File: src/pkg/blc_pkg.sv
// Constants, types and register map of the black-level calibration block
//
// Overview of operation
// - Emit the programmed number of dark rows at the start of every frame.
// - Global shutter: each dark row holds 160 kernels of dark pixels.
// - Rolling shutter: dark row length equals the active window line length.
// - With the drop bit set, blank the first dark row and skip its samples.
// - Auto mode: derive offset from dark samples and apply to every image pixel.
// - Manual mode: stop auto calibration and apply the programmed offset.
// - Dark sample pixels leave raw, uncorrected, in both modes.
// - Manual mode uses the nine-bit offset magnitude as the correction.
// - Sign bit zero adds the manual offset, one subtracts it.
// - The sign bit is ignored while auto calibration is enabled.
// - Manual mode applies one identical offset to all paths.
// - Dark samples are low-pass filtered; depth set by a three-bit field.
// - Samples averaged equal two to the power of the depth field.
// - Per-path read-only flag set when a path lacks the requested samples.
// - A flagged path's compensation is not guaranteed; software must react.
// - Calibration runs once per frame on that frame's dark rows.
// - The black level is computed separately for the 8 kernel columns.
`default_nettype none
package blc_pkg;
  localparam int PIX_W = 10;
  localparam int NPATH = 8;
  localparam int COL_W = 3;
  localparam int SUM_W = 17;
  localparam int CNT_W = 9;
  localparam int ADDR_W = 9;
  localparam int REG_W = 16;
  localparam int PCNT_W = 11;
  localparam logic [PIX_W-1:0] PIX_MAX = 10'h3FF;
  localparam logic [7:0] GS_KERNELS = 8'hA0;
  // Register offsets
  localparam logic [ADDR_W-1:0] ADDR_FILTER_CFG = 9'h080;
  localparam logic [ADDR_W-1:0] ADDR_OFFSET_CTRL = 9'h081;
  localparam logic [ADDR_W-1:0] ADDR_SHORT_STAT = 9'h088;
  localparam logic [ADDR_W-1:0] ADDR_ROW_CFG = 9'h0C5;
  // Field positions
  localparam int ROWS_LSB = 0;
  localparam int GATE_BIT = 8;
  localparam int DEPTH_LSB = 8;
  localparam int AUTO_BIT = 0;
  localparam int OFF_LSB = 1;
  localparam int DEC_BIT = 10;
  // Reset values
  localparam logic [7:0] RST_ROWS = 8'h08;
  localparam logic RST_GATE = 1'b1;
  localparam logic [2:0] RST_DEPTH = 3'h3;
  localparam logic RST_AUTO = 1'b1;
  localparam logic [8:0] RST_OFF = 9'h000;
  localparam logic RST_DEC = 1'b0;

  typedef enum logic [1:0] {
    ST_IDLE = 2'b00,
    ST_DARK = 2'b01,
    ST_IMAGE = 2'b10
  } blc_state_t;
endpackage
`default_nettype wire

File: src/core/blc_fifo.sv
// Small valid/ready buffer in the output pixel path
`timescale 1ns/10ps
`default_nettype none
module blc_fifo #(
  parameter int WIDTH = 11,
  parameter int DEPTH = 2
) (
  // Clock and reset
  input wire logic i_clk,
  input wire logic i_rst,
  // Fill side
  input wire logic i_valid,
  input wire logic [WIDTH-1:0] i_data,
  output logic o_ready,
  // Drain side
  output logic o_valid,
  output logic [WIDTH-1:0] o_data,
  input wire logic i_ready
);
  localparam int PW = (DEPTH > 1) ? $clog2(DEPTH) : 1;
  localparam int CW = $clog2(DEPTH + 1);
  localparam logic [CW-1:0] FULL_CNT = CW'(DEPTH);
  localparam logic [PW-1:0] LAST_PTR = PW'(DEPTH - 1);

  typedef struct packed {
    logic [DEPTH-1:0][WIDTH-1:0] mem;
    logic [PW-1:0] wr;
    logic [PW-1:0] rd;
    logic [CW-1:0] cnt;
  } blc_fifo_t;

  blc_fifo_t q, d;
  logic push, pop;

  assign o_ready = (q.cnt != FULL_CNT);
  assign o_valid = (q.cnt != '0);
  assign o_data = q.mem[q.rd];
  assign push = i_valid && o_ready;
  assign pop = o_valid && i_ready;

  always_comb
  begin
    d = q;
    if (push)
    begin
      d.mem[q.wr] = i_data;
      d.wr = (q.wr == LAST_PTR) ? '0 : q.wr + 1'b1;
    end
    if (pop)
      d.rd = (q.rd == LAST_PTR) ? '0 : q.rd + 1'b1;
    if (push && !pop)
      d.cnt = q.cnt + 1'b1;
    else if (pop && !push)
      d.cnt = q.cnt - 1'b1;
  end

  always_ff @(posedge i_clk or posedge i_rst)
  begin
    if (i_rst)
      q <= '0;
    else
      q <= d;
  end
endmodule
`default_nettype wire

File: src/core/blc_filter.sv
// Per-path dark sample averaging and shortfall detection
`timescale 1ns/10ps
`default_nettype none
module blc_filter
  import blc_pkg::*;
#(
  parameter int NP = blc_pkg::NPATH
) (
  // Clock and reset
  input wire logic i_clk,
  input wire logic i_rst,
  // Control
  input wire logic i_clr,
  input wire logic i_fin,
  input wire logic [2:0] i_depth,
  // Dark samples
  input wire logic i_smp_valid,
  input wire logic [blc_pkg::COL_W-1:0] i_smp_col,
  input wire logic [blc_pkg::PIX_W-1:0] i_smp_data,
  // Results
  output logic [NP-1:0][blc_pkg::PIX_W-1:0] o_level,
  output logic [NP-1:0] o_short
);
  import blc_pkg::*;

  typedef struct packed {
    logic [NP-1:0][SUM_W-1:0] sum;
    logic [NP-1:0][CNT_W-1:0] cnt;
    logic [NP-1:0][PIX_W-1:0] lvl;
    logic [NP-1:0] shrt;
  } blc_filt_t;

  blc_filt_t q, d;
  logic [CNT_W-1:0] need;
  logic [NP-1:0][SUM_W-1:0] sum_n;
  logic [NP-1:0][CNT_W-1:0] cnt_n;
  logic [NP-1:0][PIX_W-1:0] avg;
  logic [NP-1:0] shrt_n;

  assign need = CNT_W'(1) << i_depth;

  genvar g;
  generate
    for (g = 0; g < NP; g++)
    begin : g_path
      logic hit;
      logic [SUM_W-1:0] sh;
      // Only the first 2^depth samples count; later ones are ignored
      assign hit = i_smp_valid && (i_smp_col == COL_W'(g)) && (q.cnt[g] < need);
      assign sum_n[g] = i_clr ? '0 : (hit ? q.sum[g] + SUM_W'(i_smp_data) : q.sum[g]);
      assign cnt_n[g] = i_clr ? '0 : (hit ? q.cnt[g] + 1'b1 : q.cnt[g]);
      assign sh = sum_n[g] >> i_depth;
      assign avg[g] = sh[PIX_W-1:0];
      assign shrt_n[g] = (cnt_n[g] < need);
    end
  endgenerate

  always_comb
  begin
    d = q;
    d.sum = sum_n;
    d.cnt = cnt_n;
    if (i_fin)
    begin
      d.lvl = avg;
      d.shrt = shrt_n;
    end
  end

  always_ff @(posedge i_clk or posedge i_rst)
  begin
    if (i_rst)
      q <= '0;
    else
      q <= d;
  end

  assign o_level = q.lvl;
  assign o_short = q.shrt;

  a_flag_hold: assert property (@(posedge i_clk) disable iff (i_rst)
    !i_fin |=> $stable(o_short)) else $error("shortfall flags changed outside frame end");
  a_flag_depth0: assert property (@(posedge i_clk) disable iff (i_rst)
    i_fin && i_depth == 3'h0 && i_smp_valid && !i_clr |=> !o_short[$past(i_smp_col)])
    else $error("path with one sample flagged at depth zero");
endmodule
`default_nettype wire

File: src/core/blc_top.sv
// Black-level calibration: dark row sequencing, correction and registers
`timescale 1ns/10ps
`default_nettype none
module blc_top
  import blc_pkg::*;
(
  // Clock and reset
  input wire logic I_MCLK,
  input wire logic I_RST,
  // Register port
  input wire logic I_REG_WR,
  input wire logic I_REG_RD,
  input wire logic [blc_pkg::ADDR_W-1:0] I_REG_ADDR,
  input wire logic [blc_pkg::REG_W-1:0] I_REG_WDATA,
  output logic [blc_pkg::REG_W-1:0] O_REG_RDATA,
  // Frame timing and readout mode
  input wire logic I_FRAME_START,
  input wire logic I_ROLLING,
  input wire logic [7:0] I_LINE_KERNELS,
  output logic O_DARK_ACTIVE,
  output logic O_DARK_ROW_START,
  // Digitized pixels in
  input wire logic I_PIX_VALID,
  input wire logic [blc_pkg::PIX_W-1:0] I_PIX_DATA,
  output logic O_PIX_READY,
  // Pixels out
  output logic O_PIX_VALID,
  output logic [blc_pkg::PIX_W-1:0] O_PIX_DATA,
  output logic O_PIX_DARK,
  input wire logic I_PIX_READY
);
  import blc_pkg::*;

  localparam int OW = PIX_W + 1;

  typedef struct packed {
    blc_state_t st;
    logic [7:0] row_cnt;
    logic [PCNT_W-1:0] pix_cnt;
    logic [PCNT_W-1:0] row_len;
    logic row_go;
    logic [7:0] rows;
    logic gate;
    logic [2:0] depth;
    logic auto_en;
    logic [8:0] off;
    logic dec;
    logic [REG_W-1:0] rdata;
  } blc_top_t;

  blc_top_t q, d;

  logic buf_ready;
  logic accept;
  logic last_pix;
  logic last_row;
  logic dropping;
  logic in_dark;
  logic smp_valid;
  logic fin;
  logic push_valid;
  logic [PIX_W-1:0] push_data;
  logic [COL_W-1:0] col;
  logic [NPATH-1:0][PIX_W-1:0] level;
  logic [NPATH-1:0] short_flags;
  logic [PIX_W-1:0] cur_level;
  logic [PIX_W:0] add_sum;
  logic [PIX_W-1:0] off_ext;
  logic [PIX_W-1:0] corr;

  // ==========================================================
  // Dark row sequencing
  assign in_dark = (q.st == ST_DARK);
  assign accept = I_PIX_VALID && buf_ready;
  assign col = q.pix_cnt[COL_W-1:0];
  assign last_pix = (q.pix_cnt == q.row_len - 1'b1);
  // A zero row count still yields one row, so a frame never stalls
  assign last_row = (9'(q.row_cnt) + 9'h001 >= 9'(q.rows));
  assign dropping = in_dark && q.gate && (q.row_cnt == 8'h00);
  assign smp_valid = in_dark && accept && !dropping;
  assign fin = in_dark && accept && last_pix && last_row;

  // ==========================================================
  // Pixel correction
  assign cur_level = level[col];
  assign off_ext = PIX_W'(q.off);
  assign add_sum = {1'b0, I_PIX_DATA} + {1'b0, off_ext};

  always_comb
  begin
    if (q.auto_en)
      corr = (I_PIX_DATA < cur_level) ? '0 : I_PIX_DATA - cur_level;
    else if (q.dec)
      corr = (I_PIX_DATA < off_ext) ? '0 : I_PIX_DATA - off_ext;
    else
      corr = add_sum[PIX_W] ? PIX_MAX : add_sum[PIX_W-1:0];
  end

  always_comb
  begin
    push_valid = 1'b0;
    push_data = I_PIX_DATA;
    case (q.st)
      ST_IDLE:
      begin
        push_valid = accept;
        push_data = I_PIX_DATA;
      end
      ST_DARK:
      begin
        // Dropped row is consumed but never forwarded
        push_valid = accept && !dropping;
        push_data = I_PIX_DATA;
      end
      ST_IMAGE:
      begin
        push_valid = accept;
        push_data = corr;
      end
      default:
      begin
        push_valid = 1'b0;
        push_data = I_PIX_DATA;
      end
    endcase
  end

  // ==========================================================
  // Sequencer and register next state
  always_comb
  begin
    d = q;
    d.row_go = 1'b0;
    if (I_REG_WR)
    begin
      case (I_REG_ADDR)
        ADDR_ROW_CFG:
        begin
          d.rows = I_REG_WDATA[ROWS_LSB +: 8];
          d.gate = I_REG_WDATA[GATE_BIT];
        end
        ADDR_FILTER_CFG:
          d.depth = I_REG_WDATA[DEPTH_LSB +: 3];
        ADDR_OFFSET_CTRL:
        begin
          d.auto_en = I_REG_WDATA[AUTO_BIT];
          d.off = I_REG_WDATA[OFF_LSB +: 9];
          d.dec = I_REG_WDATA[DEC_BIT];
        end
        default:
          d.rows = q.rows;
      endcase
    end
    if (I_REG_RD)
    begin
      case (I_REG_ADDR)
        ADDR_ROW_CFG:
          d.rdata = REG_W'({q.gate, q.rows});
        ADDR_FILTER_CFG:
          d.rdata = REG_W'({q.depth, 8'h00});
        ADDR_OFFSET_CTRL:
          d.rdata = REG_W'({q.dec, q.off, q.auto_en});
        ADDR_SHORT_STAT:
          d.rdata = REG_W'(short_flags);
        default:
          d.rdata = '0;
      endcase
    end
    case (q.st)
      ST_IDLE, ST_IMAGE:
      begin
        if (accept)
          d.pix_cnt = q.pix_cnt + 1'b1;
      end
      ST_DARK:
      begin
        if (accept)
        begin
          if (last_pix)
          begin
            d.pix_cnt = '0;
            d.row_cnt = q.row_cnt + 1'b1;
            if (last_row)
              d.st = ST_IMAGE;
            else
              d.row_go = 1'b1;
          end
          else
            d.pix_cnt = q.pix_cnt + 1'b1;
        end
      end
      default:
        d.st = ST_IDLE;
    endcase
    // A new frame restarts the dark phase from any state
    if (I_FRAME_START)
    begin
      d.st = ST_DARK;
      d.row_cnt = '0;
      d.pix_cnt = '0;
      d.row_go = 1'b1;
      if (I_ROLLING)
        d.row_len = {I_LINE_KERNELS, 3'b000};
      else
        d.row_len = {GS_KERNELS, 3'b000};
    end
  end

  always_ff @(posedge I_MCLK or posedge I_RST)
  begin
    if (I_RST)
    begin
      q <= '0;
      q.st <= ST_IDLE;
      q.row_len <= {GS_KERNELS, 3'b000};
      q.rows <= RST_ROWS;
      q.gate <= RST_GATE;
      q.depth <= RST_DEPTH;
      q.auto_en <= RST_AUTO;
      q.off <= RST_OFF;
      q.dec <= RST_DEC;
    end
    else
      q <= d;
  end

  // ==========================================================
  // Submodules
  blc_filter #(
    .NP(NPATH)
  ) blc_filter_inst (
    .i_clk(I_MCLK),
    .i_rst(I_RST),
    .i_clr(I_FRAME_START),
    .i_fin(fin),
    .i_depth(q.depth),
    .i_smp_valid(smp_valid && q.auto_en),
    .i_smp_col(col),
    .i_smp_data(I_PIX_DATA),
    .o_level(level),
    .o_short(short_flags)
  );

  blc_fifo #(
    .WIDTH(OW),
    .DEPTH(2)
  ) blc_fifo_inst (
    .i_clk(I_MCLK),
    .i_rst(I_RST),
    .i_valid(push_valid),
    .i_data({in_dark, push_data}),
    .o_ready(buf_ready),
    .o_valid(O_PIX_VALID),
    .o_data({O_PIX_DARK, O_PIX_DATA}),
    .i_ready(I_PIX_READY)
  );

  assign O_PIX_READY = buf_ready;
  assign O_DARK_ACTIVE = in_dark;
  assign O_DARK_ROW_START = q.row_go;
  assign O_REG_RDATA = q.rdata;

  // ==========================================================
  // Checks
  a_frame_dark: assert property (@(posedge I_MCLK) disable iff (I_RST)
    I_FRAME_START |=> q.st == ST_DARK && q.row_cnt == 8'h00)
    else $error("frame start did not enter dark phase");
  a_dark_rows_done: assert property (@(posedge I_MCLK) disable iff (I_RST)
    q.st == ST_DARK && d.st == ST_IMAGE |-> 9'(q.row_cnt) + 9'h001 >= 9'(q.rows))
    else $error("dark phase ended early");
  a_gs_row_len: assert property (@(posedge I_MCLK) disable iff (I_RST)
    I_FRAME_START && !I_ROLLING |=> q.row_len == {GS_KERNELS, 3'b000})
    else $error("global shutter dark row length wrong");
  a_rs_row_len: assert property (@(posedge I_MCLK) disable iff (I_RST)
    I_FRAME_START && I_ROLLING |=> q.row_len == {$past(I_LINE_KERNELS), 3'b000})
    else $error("rolling shutter dark row length wrong");
  a_drop_first: assert property (@(posedge I_MCLK) disable iff (I_RST)
    in_dark && q.gate && q.row_cnt == 8'h00 |-> !push_valid && !smp_valid)
    else $error("first dark row not blanked");
  a_dark_raw: assert property (@(posedge I_MCLK) disable iff (I_RST)
    in_dark && push_valid |-> push_data == I_PIX_DATA)
    else $error("dark pixel altered");
  a_manual_add: assert property (@(posedge I_MCLK) disable iff (I_RST)
    q.st == ST_IMAGE && !q.auto_en && !q.dec && push_valid && add_sum <= 11'h3FF
    |-> push_data == I_PIX_DATA + off_ext)
    else $error("manual add offset wrong");
  a_manual_sub: assert property (@(posedge I_MCLK) disable iff (I_RST)
    q.st == ST_IMAGE && !q.auto_en && q.dec && push_valid && I_PIX_DATA >= off_ext
    |-> push_data == I_PIX_DATA - off_ext)
    else $error("manual subtract offset wrong");
  a_auto_ignores_sign: assert property (@(posedge I_MCLK) disable iff (I_RST)
    q.st == ST_IMAGE && q.auto_en && push_valid && I_PIX_DATA >= level[col]
    |-> push_data == I_PIX_DATA - level[col])
    else $error("auto correction wrong");
  a_status_read: assert property (@(posedge I_MCLK) disable iff (I_RST)
    I_REG_RD && I_REG_ADDR == ADDR_SHORT_STAT |=> O_REG_RDATA[7:0] == $past(short_flags))
    else $error("shortfall status read wrong");
endmodule
`default_nettype wire

File: config.mk
export PLATFORM = sky130hd
export DESIGN_NAME = blc_top
export DESIGN_NICKNAME = d
export VERILOG_FILES = /design/src/pkg/blc_pkg.sv /design/src/core/blc_fifo.sv /design/src/core/blc_filter.sv /design/src/core/blc_top.sv
export SDC_FILE = /design/constraint.sdc
export NUM_CORES = 2
export LEC_CHECK = 0
export ABC_AREA = 1
export BUFFER_PORTS_ARGS = -buffer_cell sky130_fd_sc_hd__buf_2
export CORE_MARGIN = 5
export CORE_UTILIZATION = 45
export CTS_BUF_LIST = sky130_fd_sc_hd__clkbuf_4
export DETAILED_ROUTE_END_ITERATION = 10
export HOLD_SLACK_MARGIN = 0.05
export PLACE_DENSITY = 0.66
export SETUP_SLACK_MARGIN = 0.2
export SLEW_MARGIN = 20
export SYNTH_ARGS = -nofsm -noshare
export SYNTH_HDL_FRONTEND = slang
export SYNTH_SLANG_ARGS = --single-unit
File: constraint.sdc
create_clock -name I_MCLK -period 13.9 [get_ports I_MCLK]
set_clock_uncertainty 0.1 [all_clocks]
set_input_delay 0 -clock I_MCLK [delete_from_list [all_inputs] [get_ports I_MCLK]]
set_output_delay 0 -clock I_MCLK [all_outputs]
set_load 0.005 [all_outputs]
==> impl_metrics.tcl <==
set metrics [dict create \
    cts_made_buffers 115 \
    cts_buffer_depth 3 \
    hold_path_class "in2reg" \
    die_area_um2 79300 \
    min_period_ns 7.34 \
    drt-total-wl_um 106000 \
    cts_root_buf "clkbuf_4" \
    fillers 7478 \
    rsz0062_at_grt "false" \
    synthCells 5155 \
    hold_viol 0 \
    clock.fmax_ghz 0.136 \
    regToRegStartpoint "q[27]$_DFFE_PP1P_" \
    seqCellArea_um2 9680 \
    postRouteAntennaNets 0 \
    drtIter0Drc 3015 \
    required_ns 14.56 \
    area_delta_synth_final_pct 11.0 \
    path_clk_slew_ns 0.08 \
    whs_ns 0.188 \
    cp-start-kind "flip-flop" \
    ys_seq_area_frac 0.291 \
    track_usage 0.263 \
    worst-path-max-fanout 55 \
    crit_top_cell "nand2_1" \
    io_buffers 71 \
    reg2reg_to "blc_filter_inst.o_short[4]$_DFFE_PP0P_" \
    overflow 0 \
    ys_seq_elements 386 \
    die_w_um 282 \
    viasPerCell 5.35 \
    r2r_cells 23 \
    synth_top_area_share 0.286 \
    relSlewSlack 0.247 \
    maxSlewViolCount 0 \
    syn_area_um2 33200 \
    yosysWarnings 0 \
    synth_cell_types 60 \
    antenna_found_initial 1 \
    place_ws_ns 6.72 \
    vdd_ir_drop_max_uv 64.6 \
    setup_viol 0 \
    cts_sinks 386 \
    async_flop_share 1.00 \
    power_density_nw_per_um2 86.1 \
    cp.arrival_ns 8.00 \
    dr.pass1.iters 6 \
    avgSynthCellArea_um2 6.44 \
    placed_area_um2 34200 \
    dr_total_vias 34015 \
    drc 0 \
    worstHoldStart "I_REG_ADDR[8]" \
    crit_chain "buf_4 > nand2_1 > inv_1 > nand2_1 > ha_1 > inv_1 > nor2_1 > nand2_1 > nand2_1 > inv_1 > nand4_2 > nor3_1 > nand2_1 > inv_1 > nand4_1 > o21ai_0 > a21oi_1 > ha_1 > nand2_1 > nor2_1 > nand3_1 > nand3_1 > nand2_1" \
    rows 99 \
    cts_tree "yes" \
    final_util 0.504 \
    io_pins 82 \
    cp_slowest_cell "dfstp_4" \
    synth_top_area_cell "dfrtp_1" \
    dieHeight_um 282 \
    hold_end "O_REG_RDATA[1]$_DFFE_PP0P_" \
    r2r_slack_ns 6.56 \
    cpPeakStageDelay_ns 0.96 \
    tns_ns 0 \
    worst-setup-path-type "reg2reg" \
    num-nets-final 5610 \
    tightest_slew_ns 1.13 \
    coreArea_um2 73100 \
    h-tree-depth 3 \
    yosys-top-cells-area "dfrtp_1, nand2_1, nand3_1" \
    final.period_utilization 0.528 \
    grt_start_max_net_pins 151 \
    outcome "completed" \
    gp_congestion 0.894 \
    multiInputGateArea_um2 20000 \
    start_util 0.454 \
    end_kind "flip-flop" \
    setup_slack_ns 6.56 \
    post_cts_buffers 0 \
    wl_per_cell_um 16.6 \
    grt_pass1_wl_um 169000 \
    synth-edff-count 0 \
    leakage_nw 20.6 \
    dp.final_hpwl_um 71700 \
    drive_above_1_share 0.0734 \
    ys.flop_type "dfrtp_1" \
    insertion_delay_ns 0.94 \
    fin_area_um2 36900 \
    min_path_cells 6 \
    grt_pass1_vias 32117 \
    drv_cap 0 \
]
[cell usage after synthesis (37+ instances only)]
master and instances:
nand2_1 1643, inv_1 715, nand3_1 694, nor2_1 422, dfrtp_1 379, ha_1 246
nand4_1 153, a21oi_1 152, o21ai_0 147, clkbuf_1 96, nor3_1 62, xor2_1 47
buf_1 39, xnor2_1 37
[power by group]
part | internal [mW] | switching, mW
Sequential | 1.18 | 0.0463
Combinational | 0.252 | 0.527
Clock | 0.607 | 0.564
Total | 2.04 | 1.14
[layout make-up]
class                   count  share of cell area
repair buffers            218              0.0476
clock buffers             180              0.0367
well taps                 959              0.0325
diodes                      4            0.000271
flip-flops and latches    386               0.262
clock inverters            33             0.00489
inverters                 721              0.0738
multi-input cells        3860               0.542
[timing repair]
action / 4_1_cts / 5_1_grt
hold buffers: 114 / 0
endpoints found under the setup margin: 0 / 0
hold endpoints to repair: 474 / 0
gates resized for setup: 0 / 0
[cell usage in the layout (no fill, tap or decap), types with 5 or more instances in the layout]
cell type / synthesis / layout
clkinv_1: 3 / 25
and3_1: 12 / 12
nor3_1: 62 / 62
ha_1: 246 / 246
clkinv_2: 0 / 6
mux2_2: 11 / 11
nand2_1: 1643 / 1643
conb_1: 1 / 5
xor2_1: 47 / 47
nor2_2: 5 / 9
o211ai_1: 22 / 22
inv_1: 715 / 711
buf_4: 24 / 32
or2_2: 31 / 31
a211oi_1: 5 / 5
clkbuf_4: 0 / 180
nand3_2: 6 / 6
nand3b_1: 16 / 16
o21ai_1: 13 / 13
xnor2_1: 37 / 37
o21ai_0: 147 / 147
nor3b_1: 10 / 10
and2_1: 11 / 11
dfstp_2: 7 / 6
nand4_4: 4 / 5
nor2_1: 422 / 418
o221ai_1: 16 / 16
o21a_1: 5 / 5
nand3_1: 694 / 694
dfrtp_1: 379 / 378
nand4_1: 153 / 153
buf_2: 26 / 71
fa_1: 11 / 11
o22ai_1: 27 / 27
a21oi_1: 152 / 152
dlygate4sd3_1: 0 / 114
nor2_4: 5 / 5
[cells by family after synthesis]
family | share of synthesized area
and+or+nand+nor | 0.407
buffers and inverters | 0.109
AOI/OAI and AO/OA | 0.0680
DFF | 0.291
adders and majority gates | 0.0993
xor gates and xnor gates | 0.0222
muxes | 0.00373
other | 0.000113
[metal layers]
metal / routed length [um] / track usage / share of wire / vias up
met3: 6710 / 0.0370 / 0.063 / 219
met2: 47400 / 0.428 / 0.45 / 1056
met4: 3510 / 0.0851 / 0.033 / 0
met5: 0 / 0 / 0 / -
li1: - / - / - / 17019
met1: 48200 / 0.364 / 0.46 / 15721
[worst max-delay path, delay by kind of cell, from the launching register on]
family	cells	cell delay (ns)
AOI/OAI and AO/OA	2	0.24
DFF	1	0.96
adders and majority gates	2	0.87
buffers and inverters	5	1.64
and+or+nand+nor	14	3.32
[registers in the layout, indices dropped and copies added (netlist names)]
| register | flops |
|---|---|
| blc_filter_inst.q | 208 |
| q | 40 |
| off_ext | 9 |
| O_DARK_ROW_START | 1 |
| blc_filter_inst.o_level | 80 |
| blc_fifo_inst.q | 26 |
| O_REG_RDATA | 11 |
| col | 3 |
| blc_filter_inst.o_short | 8 |
[how the worst max path moves through the flow]
stage	startpoint	to	slack [ns]	cells after the start
final	q[27]$_DFFE_PP1P_	blc_filter_inst.o_short[4]$_DFFE_PP0P_	6.56	23
after global routing	q[27]$_DFFE_PP1P_	blc_filter_inst.o_short[4]$_DFFE_PP0P_	6.25	23
after CTS	q[27]$_DFFE_PP1P_	blc_filter_inst.o_short[4]$_DFFE_PP0P_	6.69	23
after detailed placement	q[27]$_DFFE_PP1P_	blc_filter_inst.o_short[4]$_DFFE_PP0P_	6.72	23
after global placement	q[27]$_DFFE_PP1P_	blc_filter_inst.o_short[4]$_DFFE_PP0P_	6.75	23
after floorplan	I_RST	O_DARK_ROW_START$_DFF_PP0_	3.08	1
[through the flow]
step / total power [mW] / instances
2_1_floorplan: 1.76 / 5159
3_3_place_gp: 1.98 / 6030
3_5_place_dp: 1.99 / 6030
4_1_cts: 3.19 / 6357
5_1_grt: 3.36 / 6358
6_report: 3.18 / 6361
(Power assumes the default switching activity.)
